File: config.mk
export PLATFORM = sky130hd
export DESIGN_NAME = stpu_trap_unit
export DESIGN_NICKNAME = d
export VERILOG_FILES = /design/src/stpu_pkg.sv /design/src/stpu_sel_if.sv /design/src/stpu_prio_sel.sv /design/src/stpu_trap_unit.sv
export SDC_FILE = /design/constraint.sdc
export NUM_CORES = 1
export LEC_CHECK = 0
export BUFFER_PORTS_ARGS = -buffer_cell sky130_fd_sc_hd__buf_4
export CAP_MARGIN = 30
export CELL_PAD_IN_SITES_DETAIL_PLACEMENT = 1
export CELL_PAD_IN_SITES_GLOBAL_PLACEMENT = 2
export CORE_ASPECT_RATIO = 0.6
export CORE_MARGIN = 4
export CORE_UTILIZATION = 31
export CTS_CLUSTER_DIAMETER = 100
export CTS_CLUSTER_SIZE = 30
export DETAILED_ROUTE_END_ITERATION = 12
export GPL_ROUTABILITY_DRIVEN = 0
export HOLD_SLACK_MARGIN = 0.06
export MAX_ROUTING_LAYER = met4
export PLACE_DENSITY = 0.78
export SYNTH_ARGS = -nofsm -noshare
export SYNTH_HDL_FRONTEND = slang
export SYNTH_SLANG_ARGS = --single-unit
File: constraint.sdc
create_clock -name clk -period 4.15 [get_ports clk]
set_input_delay 0.415 -clock clk [delete_from_list [all_inputs] [get_ports clk]]
set_output_delay 0.415 -clock clk [all_outputs]
set_load 0.01 [all_outputs]
File: src/stpu_pkg.sv
package stpu_pkg;
    localparam int NUM_TRAPS = 16;
    localparam int AXI_AW = 8;

    // register byte offsets
    localparam logic [7:0] OFS_TBR = 8'h00;
    localparam logic [7:0] OFS_CWP = 8'h04;
    localparam logic [7:0] OFS_WIM = 8'h08;
    localparam logic [7:0] OFS_CTRL = 8'h0C;
    localparam logic [7:0] OFS_WATCH = 8'h10;
    localparam logic [7:0] OFS_STATUS = 8'h14;

    // field positions
    localparam int TBR_BASE_LSB = 12;
    localparam int TRAP_TYPE_FIELD_LSB = 4;
    localparam int CTRL_SUP_BIT = 0;
    localparam int CTRL_FPEN_BIT = 1;
    localparam int CTRL_TEM_LSB = 8;
    localparam int WATCH_IEN_BIT = 0;
    localparam int WATCH_DEN_BIT = 1;
    localparam int STAT_FTT_LSB = 0;
    localparam int STAT_LAST_LSB = 8;
    localparam int STAT_WPEND_BIT = 16;

    // reset values
    localparam logic [19:0] TBR_BASE_RST = 20'h00000;
    localparam logic [7:0] TT_RST = 8'h00;
    localparam logic [2:0] CWP_RST = 3'h0;
    localparam logic [7:0] WIM_RST = 8'h00;
    localparam logic [31:0] RESET_PC = 32'h00000000;
    localparam logic [31:0] PC_STEP = 32'h00000004;

    // trap type codes
    localparam logic [7:0] TT_WRITE_ERR = 8'h2B;
    localparam logic [7:0] TT_INST_ACC = 8'h01;
    localparam logic [7:0] TT_ILLEGAL = 8'h02;
    localparam logic [7:0] TT_PRIV = 8'h03;
    localparam logic [7:0] TT_FP_DIS = 8'h04;
    localparam logic [7:0] TT_CP_DIS = 8'h24;
    localparam logic [7:0] TT_WATCH = 8'h0B;
    localparam logic [7:0] TT_WIN_OVF = 8'h05;
    localparam logic [7:0] TT_WIN_UNF = 8'h06;
    localparam logic [7:0] TT_REG_HW = 8'h20;
    localparam logic [7:0] TT_ALIGN = 8'h07;
    localparam logic [7:0] TT_FP_EXC = 8'h08;
    localparam logic [7:0] TT_DATA_ACC = 8'h09;
    localparam logic [7:0] TT_TAG_OVF = 8'h0A;
    localparam logic [7:0] TT_DIV_ZERO = 8'h2A;
    localparam logic [7:0] TT_SW_BASE = 8'h80;

    // request index, 0 is the highest priority after reset
    localparam logic [3:0] IX_WRITE_ERR = 4'h0;
    localparam logic [3:0] IX_FP_EXC = 4'hB;

    // fpu cause codes
    localparam logic [2:0] FTT_NONE = 3'h0;
    localparam logic [2:0] FTT_IEEE = 3'h1;
    localparam logic [2:0] FTT_UNFINISHED = 3'h2;
    localparam logic [2:0] FTT_UNIMP = 3'h3;
    localparam logic [2:0] FTT_SEQ = 3'h4;
    localparam logic [2:0] FTT_HW = 3'h5;

    localparam logic [1:0] RESP_OKAY = 2'h0;
    localparam logic [1:0] RESP_DECERR = 2'h3;

    typedef enum {STPU_RESET_ENTRY, STPU_RUN} stpu_state_t;
endpackage

File: src/stpu_sel_if.sv
`timescale 1ns/100ps
interface stpu_sel_if;
    import stpu_pkg::*;
    logic [NUM_TRAPS-1:0] req;
    logic any;
    logic [3:0] idx;
    modport sel (input req, output any, output idx);
    modport user (output req, input any, input idx);
endinterface

File: src/stpu_prio_sel.sv
`timescale 1ns/100ps
module stpu_prio_sel
    import stpu_pkg::*;
(
    stpu_sel_if.sel s
);
    // lowest index wins, all others are dropped
    always_comb begin
        s.idx = 4'h0;
        for (int i = NUM_TRAPS - 1; i >= 0; i--) begin
            if (s.req[i]) begin
                s.idx = 4'(i);
            end
        end
    end

    assign s.any = |s.req;
endmodule // stpu_prio_sel

File: src/stpu_trap_unit.sv
// Notes on behaviour
// - sync traps within instruction, async only between
// - vector through table base by trap type
// - advance window, save pc and npc there
// - take only highest priority simultaneous trap
// - reset trap first, right after reset release
// - reset trap leaves trap type field unchanged
// - write buffer error gives 0x2B, priority 2
// - fetch error gives 0x01, priority 3
// - illegal opcode gives 0x02, priority 5
// - privileged op in user gives 0x03
// - fp op with fpu disabled gives 0x04
// - any coprocessor op gives 0x24
// - watchpoint address match gives 0x0B
// - save into invalid window gives 0x05
// - restore into invalid window gives 0x06
// - register file uncorrectable error gives 0x20
// - misaligned address or target gives 0x07
// - fpu faults give 0x08, record cause
// - data access error gives 0x09
// - tagged overflow or tag bits give 0x0A
// - divide by zero 0x2A, ticc 0x80-0xFF
// - diagnostic access during flush blocked, 0x09
//
// Chosen here: the register offsets and the AXI4-Lite slave port.
`timescale 1ns/100ps
module stpu_trap_unit
    import stpu_pkg::*;
(
    input wire logic clk,
    input wire logic rst_n,
    // axi4-lite slave
    input wire logic [AXI_AW-1:0] s_axi_awaddr,
    input wire logic s_axi_awvalid,
    output logic s_axi_awready,
    input wire logic [31:0] s_axi_wdata,
    input wire logic [3:0] s_axi_wstrb,
    input wire logic s_axi_wvalid,
    output logic s_axi_wready,
    output logic [1:0] s_axi_bresp,
    output logic s_axi_bvalid,
    input wire logic s_axi_bready,
    input wire logic [AXI_AW-1:0] s_axi_araddr,
    input wire logic s_axi_arvalid,
    output logic s_axi_arready,
    output logic [31:0] s_axi_rdata,
    output logic [1:0] s_axi_rresp,
    output logic s_axi_rvalid,
    input wire logic s_axi_rready,
    // pipeline condition inputs
    input wire logic inst_valid,
    input wire logic [31:0] inst_pc,
    input wire logic [31:0] inst_npc,
    input wire logic write_buffer_err,
    input wire logic fetch_err,
    input wire logic illegal_op,
    input wire logic priv_op,
    input wire logic fp_op,
    input wire logic cp_op,
    input wire logic [31:0] fetch_addr,
    input wire logic data_access,
    input wire logic [31:0] data_addr,
    input wire logic save_op,
    input wire logic restore_op,
    input wire logic regfile_err,
    input wire logic misaligned,
    input wire logic [4:0] fpu_ieee_exc,
    input wire logic fpu_unimp,
    input wire logic fpu_unfinished,
    input wire logic fpu_seq_err,
    input wire logic fpu_hw_err,
    input wire logic data_err,
    input wire logic tag_ovf,
    input wire logic div_zero,
    input wire logic ticc_true,
    input wire logic [6:0] ticc_num,
    input wire logic diag_cache_access,
    input wire logic cache_flush_busy,
    // trap outputs
    output logic trap_annul,
    output logic diag_access_block,
    output logic trap_taken,
    output logic trap_is_reset,
    output logic [7:0] trap_type,
    output logic [31:0] trap_target_pc,
    output logic [31:0] trap_target_npc,
    output logic win_save_we,
    output logic [2:0] win_save_idx,
    output logic [31:0] win_save_pc,
    output logic [31:0] win_save_npc,
    output logic supervisor_bit,
    output logic [2:0] current_window_pointer
);
    stpu_sel_if sel_bus ();

    stpu_prio_sel u_sel (
        .s(sel_bus.sel)
    );

    stpu_state_t state_reg;
    logic [19:0] tbr_base_reg;
    logic [7:0] trap_type_field;
    logic [2:0] cwp_reg;
    logic [7:0] window_invalid_mask;
    logic sup_reg;
    logic fpu_en_reg;
    logic [4:0] fpu_trap_enable_mask;
    logic [29:0] watch_addr_reg;
    logic watch_ien_reg;
    logic watch_den_reg;
    logic [2:0] fpu_trap_cause;
    logic [7:0] last_tt_reg;
    logic wr_err_pend_reg;

    logic [2:0] cwp_dec;
    logic [2:0] cwp_inc;
    logic watch_hit;
    logic fpu_fault;
    logic [2:0] ftt_next;
    logic [7:0] tt_sel;
    logic take;
    logic [31:0] vector;

    assign cwp_dec = cwp_reg - 3'h1;
    assign cwp_inc = cwp_reg + 3'h1;
    assign watch_hit = (watch_ien_reg && fetch_addr[31:2] == watch_addr_reg)
        || (watch_den_reg && data_access
        && data_addr[31:2] == watch_addr_reg);
    assign fpu_fault = (|(fpu_ieee_exc & fpu_trap_enable_mask)) || fpu_unimp
        || fpu_unfinished || fpu_seq_err || fpu_hw_err;
    assign ftt_next = (|(fpu_ieee_exc & fpu_trap_enable_mask)) ? FTT_IEEE
        : fpu_unimp ? FTT_UNIMP : fpu_unfinished ? FTT_UNFINISHED
        : fpu_seq_err ? FTT_SEQ : fpu_hw_err ? FTT_HW : FTT_NONE;

    // only an instruction in flight can be trapped
    logic gate;
    assign gate = inst_valid && (state_reg == STPU_RUN);

    always_comb begin
        sel_bus.req = '0;
        sel_bus.req[0] = wr_err_pend_reg || write_buffer_err;
        sel_bus.req[1] = fetch_err;
        sel_bus.req[2] = priv_op && !sup_reg;
        sel_bus.req[3] = illegal_op;
        sel_bus.req[4] = fp_op && !fpu_en_reg;
        sel_bus.req[5] = cp_op;
        sel_bus.req[6] = watch_hit;
        sel_bus.req[7] = save_op && window_invalid_mask[cwp_dec];
        sel_bus.req[8] = restore_op && window_invalid_mask[cwp_inc];
        sel_bus.req[9] = regfile_err;
        sel_bus.req[10] = misaligned;
        sel_bus.req[11] = fp_op && fpu_en_reg && fpu_fault;
        sel_bus.req[12] = data_err || diag_access_block;
        sel_bus.req[13] = tag_ovf;
        sel_bus.req[14] = div_zero;
        sel_bus.req[15] = ticc_true;
        if (!gate) begin
            sel_bus.req = '0;
        end
    end

    logic [7:0] tt_tab [NUM_TRAPS];
    assign tt_tab = '{TT_WRITE_ERR, TT_INST_ACC, TT_PRIV, TT_ILLEGAL,
        TT_FP_DIS, TT_CP_DIS, TT_WATCH, TT_WIN_OVF, TT_WIN_UNF, TT_REG_HW,
        TT_ALIGN, TT_FP_EXC, TT_DATA_ACC, TT_TAG_OVF, TT_DIV_ZERO,
        TT_SW_BASE | {1'b0, ticc_num}};
    assign tt_sel = tt_tab[sel_bus.idx];

    assign take = sel_bus.any;
    assign vector = {tbr_base_reg, tt_sel, 4'h0};
    assign trap_annul = take;
    // the access itself must never reach the cache arrays
    assign diag_access_block = diag_cache_access && cache_flush_busy;

    always_ff @(posedge clk or negedge rst_n) begin
        if (!rst_n) begin
            state_reg <= STPU_RESET_ENTRY;
        end else begin
            state_reg <= STPU_RUN;
        end
    end

    // a late buffered store error waits for the next instruction
    always_ff @(posedge clk or negedge rst_n) begin
        if (!rst_n) begin
            wr_err_pend_reg <= 1'b0;
        end else if (take && sel_bus.idx == IX_WRITE_ERR) begin
            wr_err_pend_reg <= 1'b0;
        end else if (write_buffer_err) begin
            wr_err_pend_reg <= 1'b1;
        end
    end

    // trap entry outputs
    always_ff @(posedge clk or negedge rst_n) begin
        if (!rst_n) begin
            trap_taken <= 1'b0;
            trap_is_reset <= 1'b0;
            trap_type <= TT_RST;
            trap_target_pc <= RESET_PC;
            trap_target_npc <= RESET_PC;
            win_save_we <= 1'b0;
            win_save_idx <= CWP_RST;
            win_save_pc <= RESET_PC;
            win_save_npc <= RESET_PC;
        end else begin
            trap_taken <= take || state_reg == STPU_RESET_ENTRY;
            trap_is_reset <= state_reg == STPU_RESET_ENTRY;
            win_save_we <= take;
            if (state_reg == STPU_RESET_ENTRY) begin
                trap_target_pc <= RESET_PC;
                trap_target_npc <= RESET_PC + PC_STEP;
            end else if (take) begin
                trap_type <= tt_sel;
                trap_target_pc <= vector;
                trap_target_npc <= vector + PC_STEP;
                win_save_idx <= cwp_dec;
                win_save_pc <= inst_pc;
                win_save_npc <= inst_npc;
            end
        end
    end

    // register bus
    logic aw_held_reg;
    logic w_held_reg;
    logic [AXI_AW-1:0] awaddr_reg;
    logic [31:0] wdata_reg;
    logic [3:0] wstrb_reg;
    logic do_wr;
    logic [31:0] cur_word;
    logic [31:0] new_word;
    logic [31:0] lane_mask;
    logic wr_mapped;
    logic rd_mapped;
    assign s_axi_awready = !aw_held_reg;
    assign s_axi_wready = !w_held_reg;
    assign s_axi_arready = !s_axi_rvalid;
    assign do_wr = aw_held_reg && w_held_reg && !s_axi_bvalid;
    // tt and status are read-only, so writes decode fewer words
    function automatic logic [31:0] view(input logic [AXI_AW-1:0] a);
        case ({a[AXI_AW-1:2], 2'b00})
            OFS_TBR: view = {tbr_base_reg, trap_type_field, 4'h0};
            OFS_CWP: view = {29'h0, cwp_reg};
            OFS_WIM: view = {24'h0, window_invalid_mask};
            OFS_CTRL: view = {19'h0, fpu_trap_enable_mask, 6'h0,
                fpu_en_reg, sup_reg};
            OFS_WATCH: view = {watch_addr_reg, watch_den_reg,
                watch_ien_reg};
            OFS_STATUS: view = {15'h0, wr_err_pend_reg, last_tt_reg,
                5'h0, fpu_trap_cause};
            default: view = 32'h0;
        endcase
    endfunction

    always_comb cur_word = view(awaddr_reg);
    assign wr_mapped = awaddr_reg <= OFS_WATCH;
    assign rd_mapped = {s_axi_araddr[AXI_AW-1:2], 2'b00} <= OFS_STATUS;
    assign lane_mask = {{8{wstrb_reg[3]}}, {8{wstrb_reg[2]}},
        {8{wstrb_reg[1]}}, {8{wstrb_reg[0]}}};
    assign new_word = (cur_word & ~lane_mask) | (wdata_reg & lane_mask);

    always_ff @(posedge clk or negedge rst_n) begin
        if (!rst_n) begin
            aw_held_reg <= 1'b0;
            w_held_reg <= 1'b0;
            awaddr_reg <= '0;
            wdata_reg <= 32'h0;
            wstrb_reg <= 4'h0;
        end else begin
            if (s_axi_awvalid && !aw_held_reg) begin
                aw_held_reg <= 1'b1;
                awaddr_reg <= {s_axi_awaddr[AXI_AW-1:2], 2'b00};
            end else if (do_wr) begin
                aw_held_reg <= 1'b0;
            end
            if (s_axi_wvalid && !w_held_reg) begin
                w_held_reg <= 1'b1;
                wdata_reg <= s_axi_wdata;
                wstrb_reg <= s_axi_wstrb;
            end else if (do_wr) begin
                w_held_reg <= 1'b0;
            end
        end
    end

    always_ff @(posedge clk or negedge rst_n) begin
        if (!rst_n) begin
            s_axi_bvalid <= 1'b0;
            s_axi_bresp <= RESP_OKAY;
        end else if (do_wr) begin
            s_axi_bvalid <= 1'b1;
            s_axi_bresp <= wr_mapped ? RESP_OKAY : RESP_DECERR;
        end else if (s_axi_bready) begin
            s_axi_bvalid <= 1'b0;
        end
    end

    // software-visible state; trap entry overrides a same-cycle write
    always_ff @(posedge clk or negedge rst_n) begin
        if (!rst_n) begin
            tbr_base_reg <= TBR_BASE_RST;
            cwp_reg <= CWP_RST;
            window_invalid_mask <= WIM_RST;
            sup_reg <= 1'b1;
            fpu_en_reg <= 1'b0;
            fpu_trap_enable_mask <= 5'h00;
            watch_addr_reg <= 30'h0;
            watch_ien_reg <= 1'b0;
            watch_den_reg <= 1'b0;
        end else begin
            if (do_wr) begin
                case (awaddr_reg)
                    OFS_TBR: tbr_base_reg <= new_word[31:TBR_BASE_LSB];
                    OFS_CWP: cwp_reg <= new_word[2:0];
                    OFS_WIM: window_invalid_mask <= new_word[7:0];
                    OFS_CTRL: begin
                        sup_reg <= new_word[CTRL_SUP_BIT];
                        fpu_en_reg <= new_word[CTRL_FPEN_BIT];
                        fpu_trap_enable_mask <=
                            new_word[CTRL_TEM_LSB +: 5];
                    end
                    OFS_WATCH: begin
                        watch_addr_reg <= new_word[31:2];
                        watch_ien_reg <= new_word[WATCH_IEN_BIT];
                        watch_den_reg <= new_word[WATCH_DEN_BIT];
                    end
                    default: ;
                endcase
            end
            if (take) begin
                cwp_reg <= cwp_dec;
                sup_reg <= 1'b1;
            end
        end
    end

    // hardware-only fields
    always_ff @(posedge clk or negedge rst_n) begin
        if (!rst_n) begin
            trap_type_field <= TT_RST;
            last_tt_reg <= TT_RST;
            fpu_trap_cause <= FTT_NONE;
        end else if (take) begin
            // reset entry never reaches here: the reset trap leaves tt at its reset value
            trap_type_field <= tt_sel;
            last_tt_reg <= tt_sel;
            if (sel_bus.idx == IX_FP_EXC) begin
                fpu_trap_cause <= ftt_next;
            end
        end
    end

    always_ff @(posedge clk or negedge rst_n) begin
        if (!rst_n) begin
            s_axi_rvalid <= 1'b0;
            s_axi_rresp <= RESP_OKAY;
            s_axi_rdata <= 32'h0;
        end else if (s_axi_arvalid && !s_axi_rvalid) begin
            s_axi_rvalid <= 1'b1;
            s_axi_rresp <= rd_mapped ? RESP_OKAY : RESP_DECERR;
            s_axi_rdata <= view(s_axi_araddr);
        end else if (s_axi_rready) begin
            s_axi_rvalid <= 1'b0;
        end
    end

    assign supervisor_bit = sup_reg;
    assign current_window_pointer = cwp_reg;
endmodule // stpu_trap_unit

==> summary.txt <==
STA
  – Max Slew Vio Count: 0
  – Slew HR: 28.85%
  – Final hold vios: 0
  – Fin crit period: 3.876 ns
  – Slew @ Worst Pin: 1.067 ns
  – Period utilization: 93.40%
  – Clk_skew: 0.04563 ns
  – Endpoints failing setup: 0
  – Setup TNS: 0 ns
  – Hold WS: 0.07390 ns
  – RSZ-0062 raised after global routing: no
  – Achievable Freq: 0.2580 GHz

Clock tree
  – CTS Buffer Depth: 3
  – CTS sink count: 270
  – Clock Latency Late Sink: 0.52 ns
  – Reg clk slew, reported paths: 0.12 ns
  – CTS tree: yes
  – Num CTS Buffers: 13
  – H-tree depth: 1
  – Root Buffer: clkbuf_16

Global route
  – Vias in the first global route: 11840
  – First-pass GRT wire length: 77580 um
  – Initial antenna violation count: 0
  – GRT Total Usage: 22.83%
  – Largest net degree at the start of global routing: 108
  – Gr ovfl total: 0

Critical path
  – Crit Path Class: reg -> out
  – Critical path arrival: 3.46 ns
  – Worst EP required: 3.73 ns
  – Critical Path Start Type: flop
  – Crit path max fanout: 24
  – CP Capture Type: primary output

Detailed routing
  – Antenna-violating nets left: 0
  – 1st-iter DRT viols: 988
  – Via density: 5.158
  – Routed vias: 11539
  – Total wire length: 51990 um
  – Drt pass-1 iters: 7
  – Residual DRC count: 0
  – Drt wl/cell: 23.24 um

Synthesis
  – Top post-synthesis cells by area: dfrtp_1 52%, nand2_1 10%, mux2_2 4.7%
  – Synthesized area: 13020 um^2
  – Post-synth top area share: 51.71%
  – Post-Synthesis Cells: 1344
  – Synth warn: 0
  – Largest area contributor in the synthesized netlist: dfrtp_1
  – Yosys reg bits: 270
  – Number of flops mapped to enable cells by yosys: 0
  – Avg Inst Size Synth: 9.687 um^2
  – Main flop type after synthesis: dfrtp_1
  – Sequential area share after synthesis: 51.91%
  – Distinct cells, synth: 74
  – Post-synth ARST share: 100.0%

Final layout
  – Fraction of layout cells with a size suffix above 1: 31.13%
  – Commonest non-fill, non-tap cell in the layout: buf_4
  – Final layout net count: 1897
  – Layout area overhead: 28.94%
  – Diode count: 0
  – Filler cells: 4756
  – Most frequent cells in the layout: 417 x buf_4, 362 x nand2_1, 269 x dfrtp_1

Outcome
  – Status: completed

Floorplanning
  – Die width: 272.6 um
  – I/O pins: 410
  – Starting density of the core: 31.80%
  – Die Y: 166.7 um
  – Die area: 45450 um^2
  – Row cnt: 57
  – Core box area: 40940 um^2

Worst hold path
  – Min-delay worst type: in -> reg

Placement
  – Hpwl dp: 40020 um
  – I/O Buffers: 394

Power
  – Pleak: 8.212 nW
  – Peak VDD IR: 328.3 uV
  – Pwr dens: 523.8 nW/um^2

Run
  – Max_cap viols: 0
-- power by group --
part / total, mW / switching [mW] / internal, mW
Combinational: 2.84 / 1.47 / 1.37
Clock: 1.53 / 0.910 / 0.617
Sequential: 4.43 / 1.10 / 3.33
Total: 8.79 / 3.47 / 5.32
-- routing by layer --
layer | vias up | share of wire [%] | global-route usage (%)
met2 | 361 | 45 | 34.37
met5 | - | 0 | -
met1 | 5898 | 47 | 32.90
li1 | 5237 | - | -
met4 | 0 | 1.7 | 3.573
met3 | 43 | 6.4 | 4.170
-- per-stage QoR --
step | area (um^2) | worst slack [ns] | std cells | power, mW | utilization, %
finish | 16790 | 0.2740 | 2237 | 8.792 | 41.01
global route | 16790 | 0.1230 | 2237 | 9.317 | 41.01
CTS | 16770 | 0.1247 | 2236 | 8.844 | 40.97
detailed placement | 16380 | 0.4174 | 2217 | 7.303 | 40.01
global placement | 16360 | 0.5238 | 2216 | 7.175 | 39.97
floorplan | 13040 | 0.9574 | 1350 | 5.687 | -
-- cells in the mapped netlist (7+ instances only) --
| cell | count |
|---|---|
| nand4_1 | 8 |
| nand2_1 | 362 |
| a22o_1 | 11 |
| a31oi_1 | 7 |
| dfrtp_1 | 269 |
| buf_4 | 37 |
| xor2_1 | 45 |
| a22oi_1 | 28 |
| xnor2_1 | 17 |
| nand3_1 | 36 |
| o21ai_0 | 105 |
| a21o_1 | 7 |
| nor4_1 | 15 |
| mux2_2 | 54 |
| buf_2 | 23 |
| nor2_1 | 51 |
| a21oi_1 | 41 |
| inv_1 | 15 |
| a222oi_1 | 18 |
| clkbuf_1 | 53 |
| mux2i_1 | 25 |
| nor2b_1 | 8 |
| nor3_1 | 12 |
-- final timing paths --
path / slack, ns / to / start / depth (start not counted)
worst max-delay path: 0.27 / trap_annul / current_window_pointer[1]$_DFFE_PN0P_ / 10
worst min-delay path: 0.07 / s_axi_rvalid$_DFFE_PN0P_ / s_axi_rready / 2
worst max register to register: 0.64 / trap_target_pc[28]$_DFFE_PN0P_ / current_window_pointer[1]$_DFFE_PN0P_ / 11
worst min register to register: 0.48 / win_save_npc[11]$_DFFE_PN0P_ / win_save_npc[11]$_DFFE_PN0P_ / 2
max in group asynchronous: 2.56 / wdata_reg[21]$_DFFE_PN0P_ / rst_n / 3
min in group asynchronous: 0.47 / win_save_pc[8]$_DFFE_PN0P_ / rst_n / 2
-- cell type report --
cell class | count | area, um^2 | share of cell area, %
tap | 560 | 700.7 | 4.174
inverter | 16 | 67.56 | 0.4025
sequential | 270 | 6758 | 40.26
clock buffer | 16 | 346.6 | 2.065
multi-input combinational | 949 | 5638 | 33.59
clock inverter | 2 | 35.03 | 0.2087
timing repair buffer | 424 | 3241 | 19.31
-- what timing repair did --
item / 4_1_cts / 5_1_grt
setup endpoints to repair: 1 / 1
gates cloned: 0 / 0
resized for setup: 1 / 1
buffers inserted: 0 / 0
hold buffers: 1 / 1
hold endpoints to repair: 91 / 1
-- critical path, stage by stage, from the launching register on --
cell       delay [ns]
dfrtp_1          0.48
inv_1            0.07
ha_1             0.41
mux4_1           0.34
mux2_4           0.32
a2111oi_4        0.42
and2_2           0.26
a21oi_1          0.12
nor2_4           0.22
inv_8            0.12
buf_4            0.17
-- kinds of logic (layout without fill, tap and decap cells) --
logic type,after synthesis,after routing,share of synthesized area (%)
other cells,2,8,0.05769
mux,84,84,7.516
fa+ha+maj,2,2,0.1922
buf+inv,131,458,5.122
xor+xnor,63,63,4.383
simple gates,528,528,17.23
compound gates,264,264,13.59
flops,270,270,51.91
Note: power is estimated with default switching activity, not from simulation.
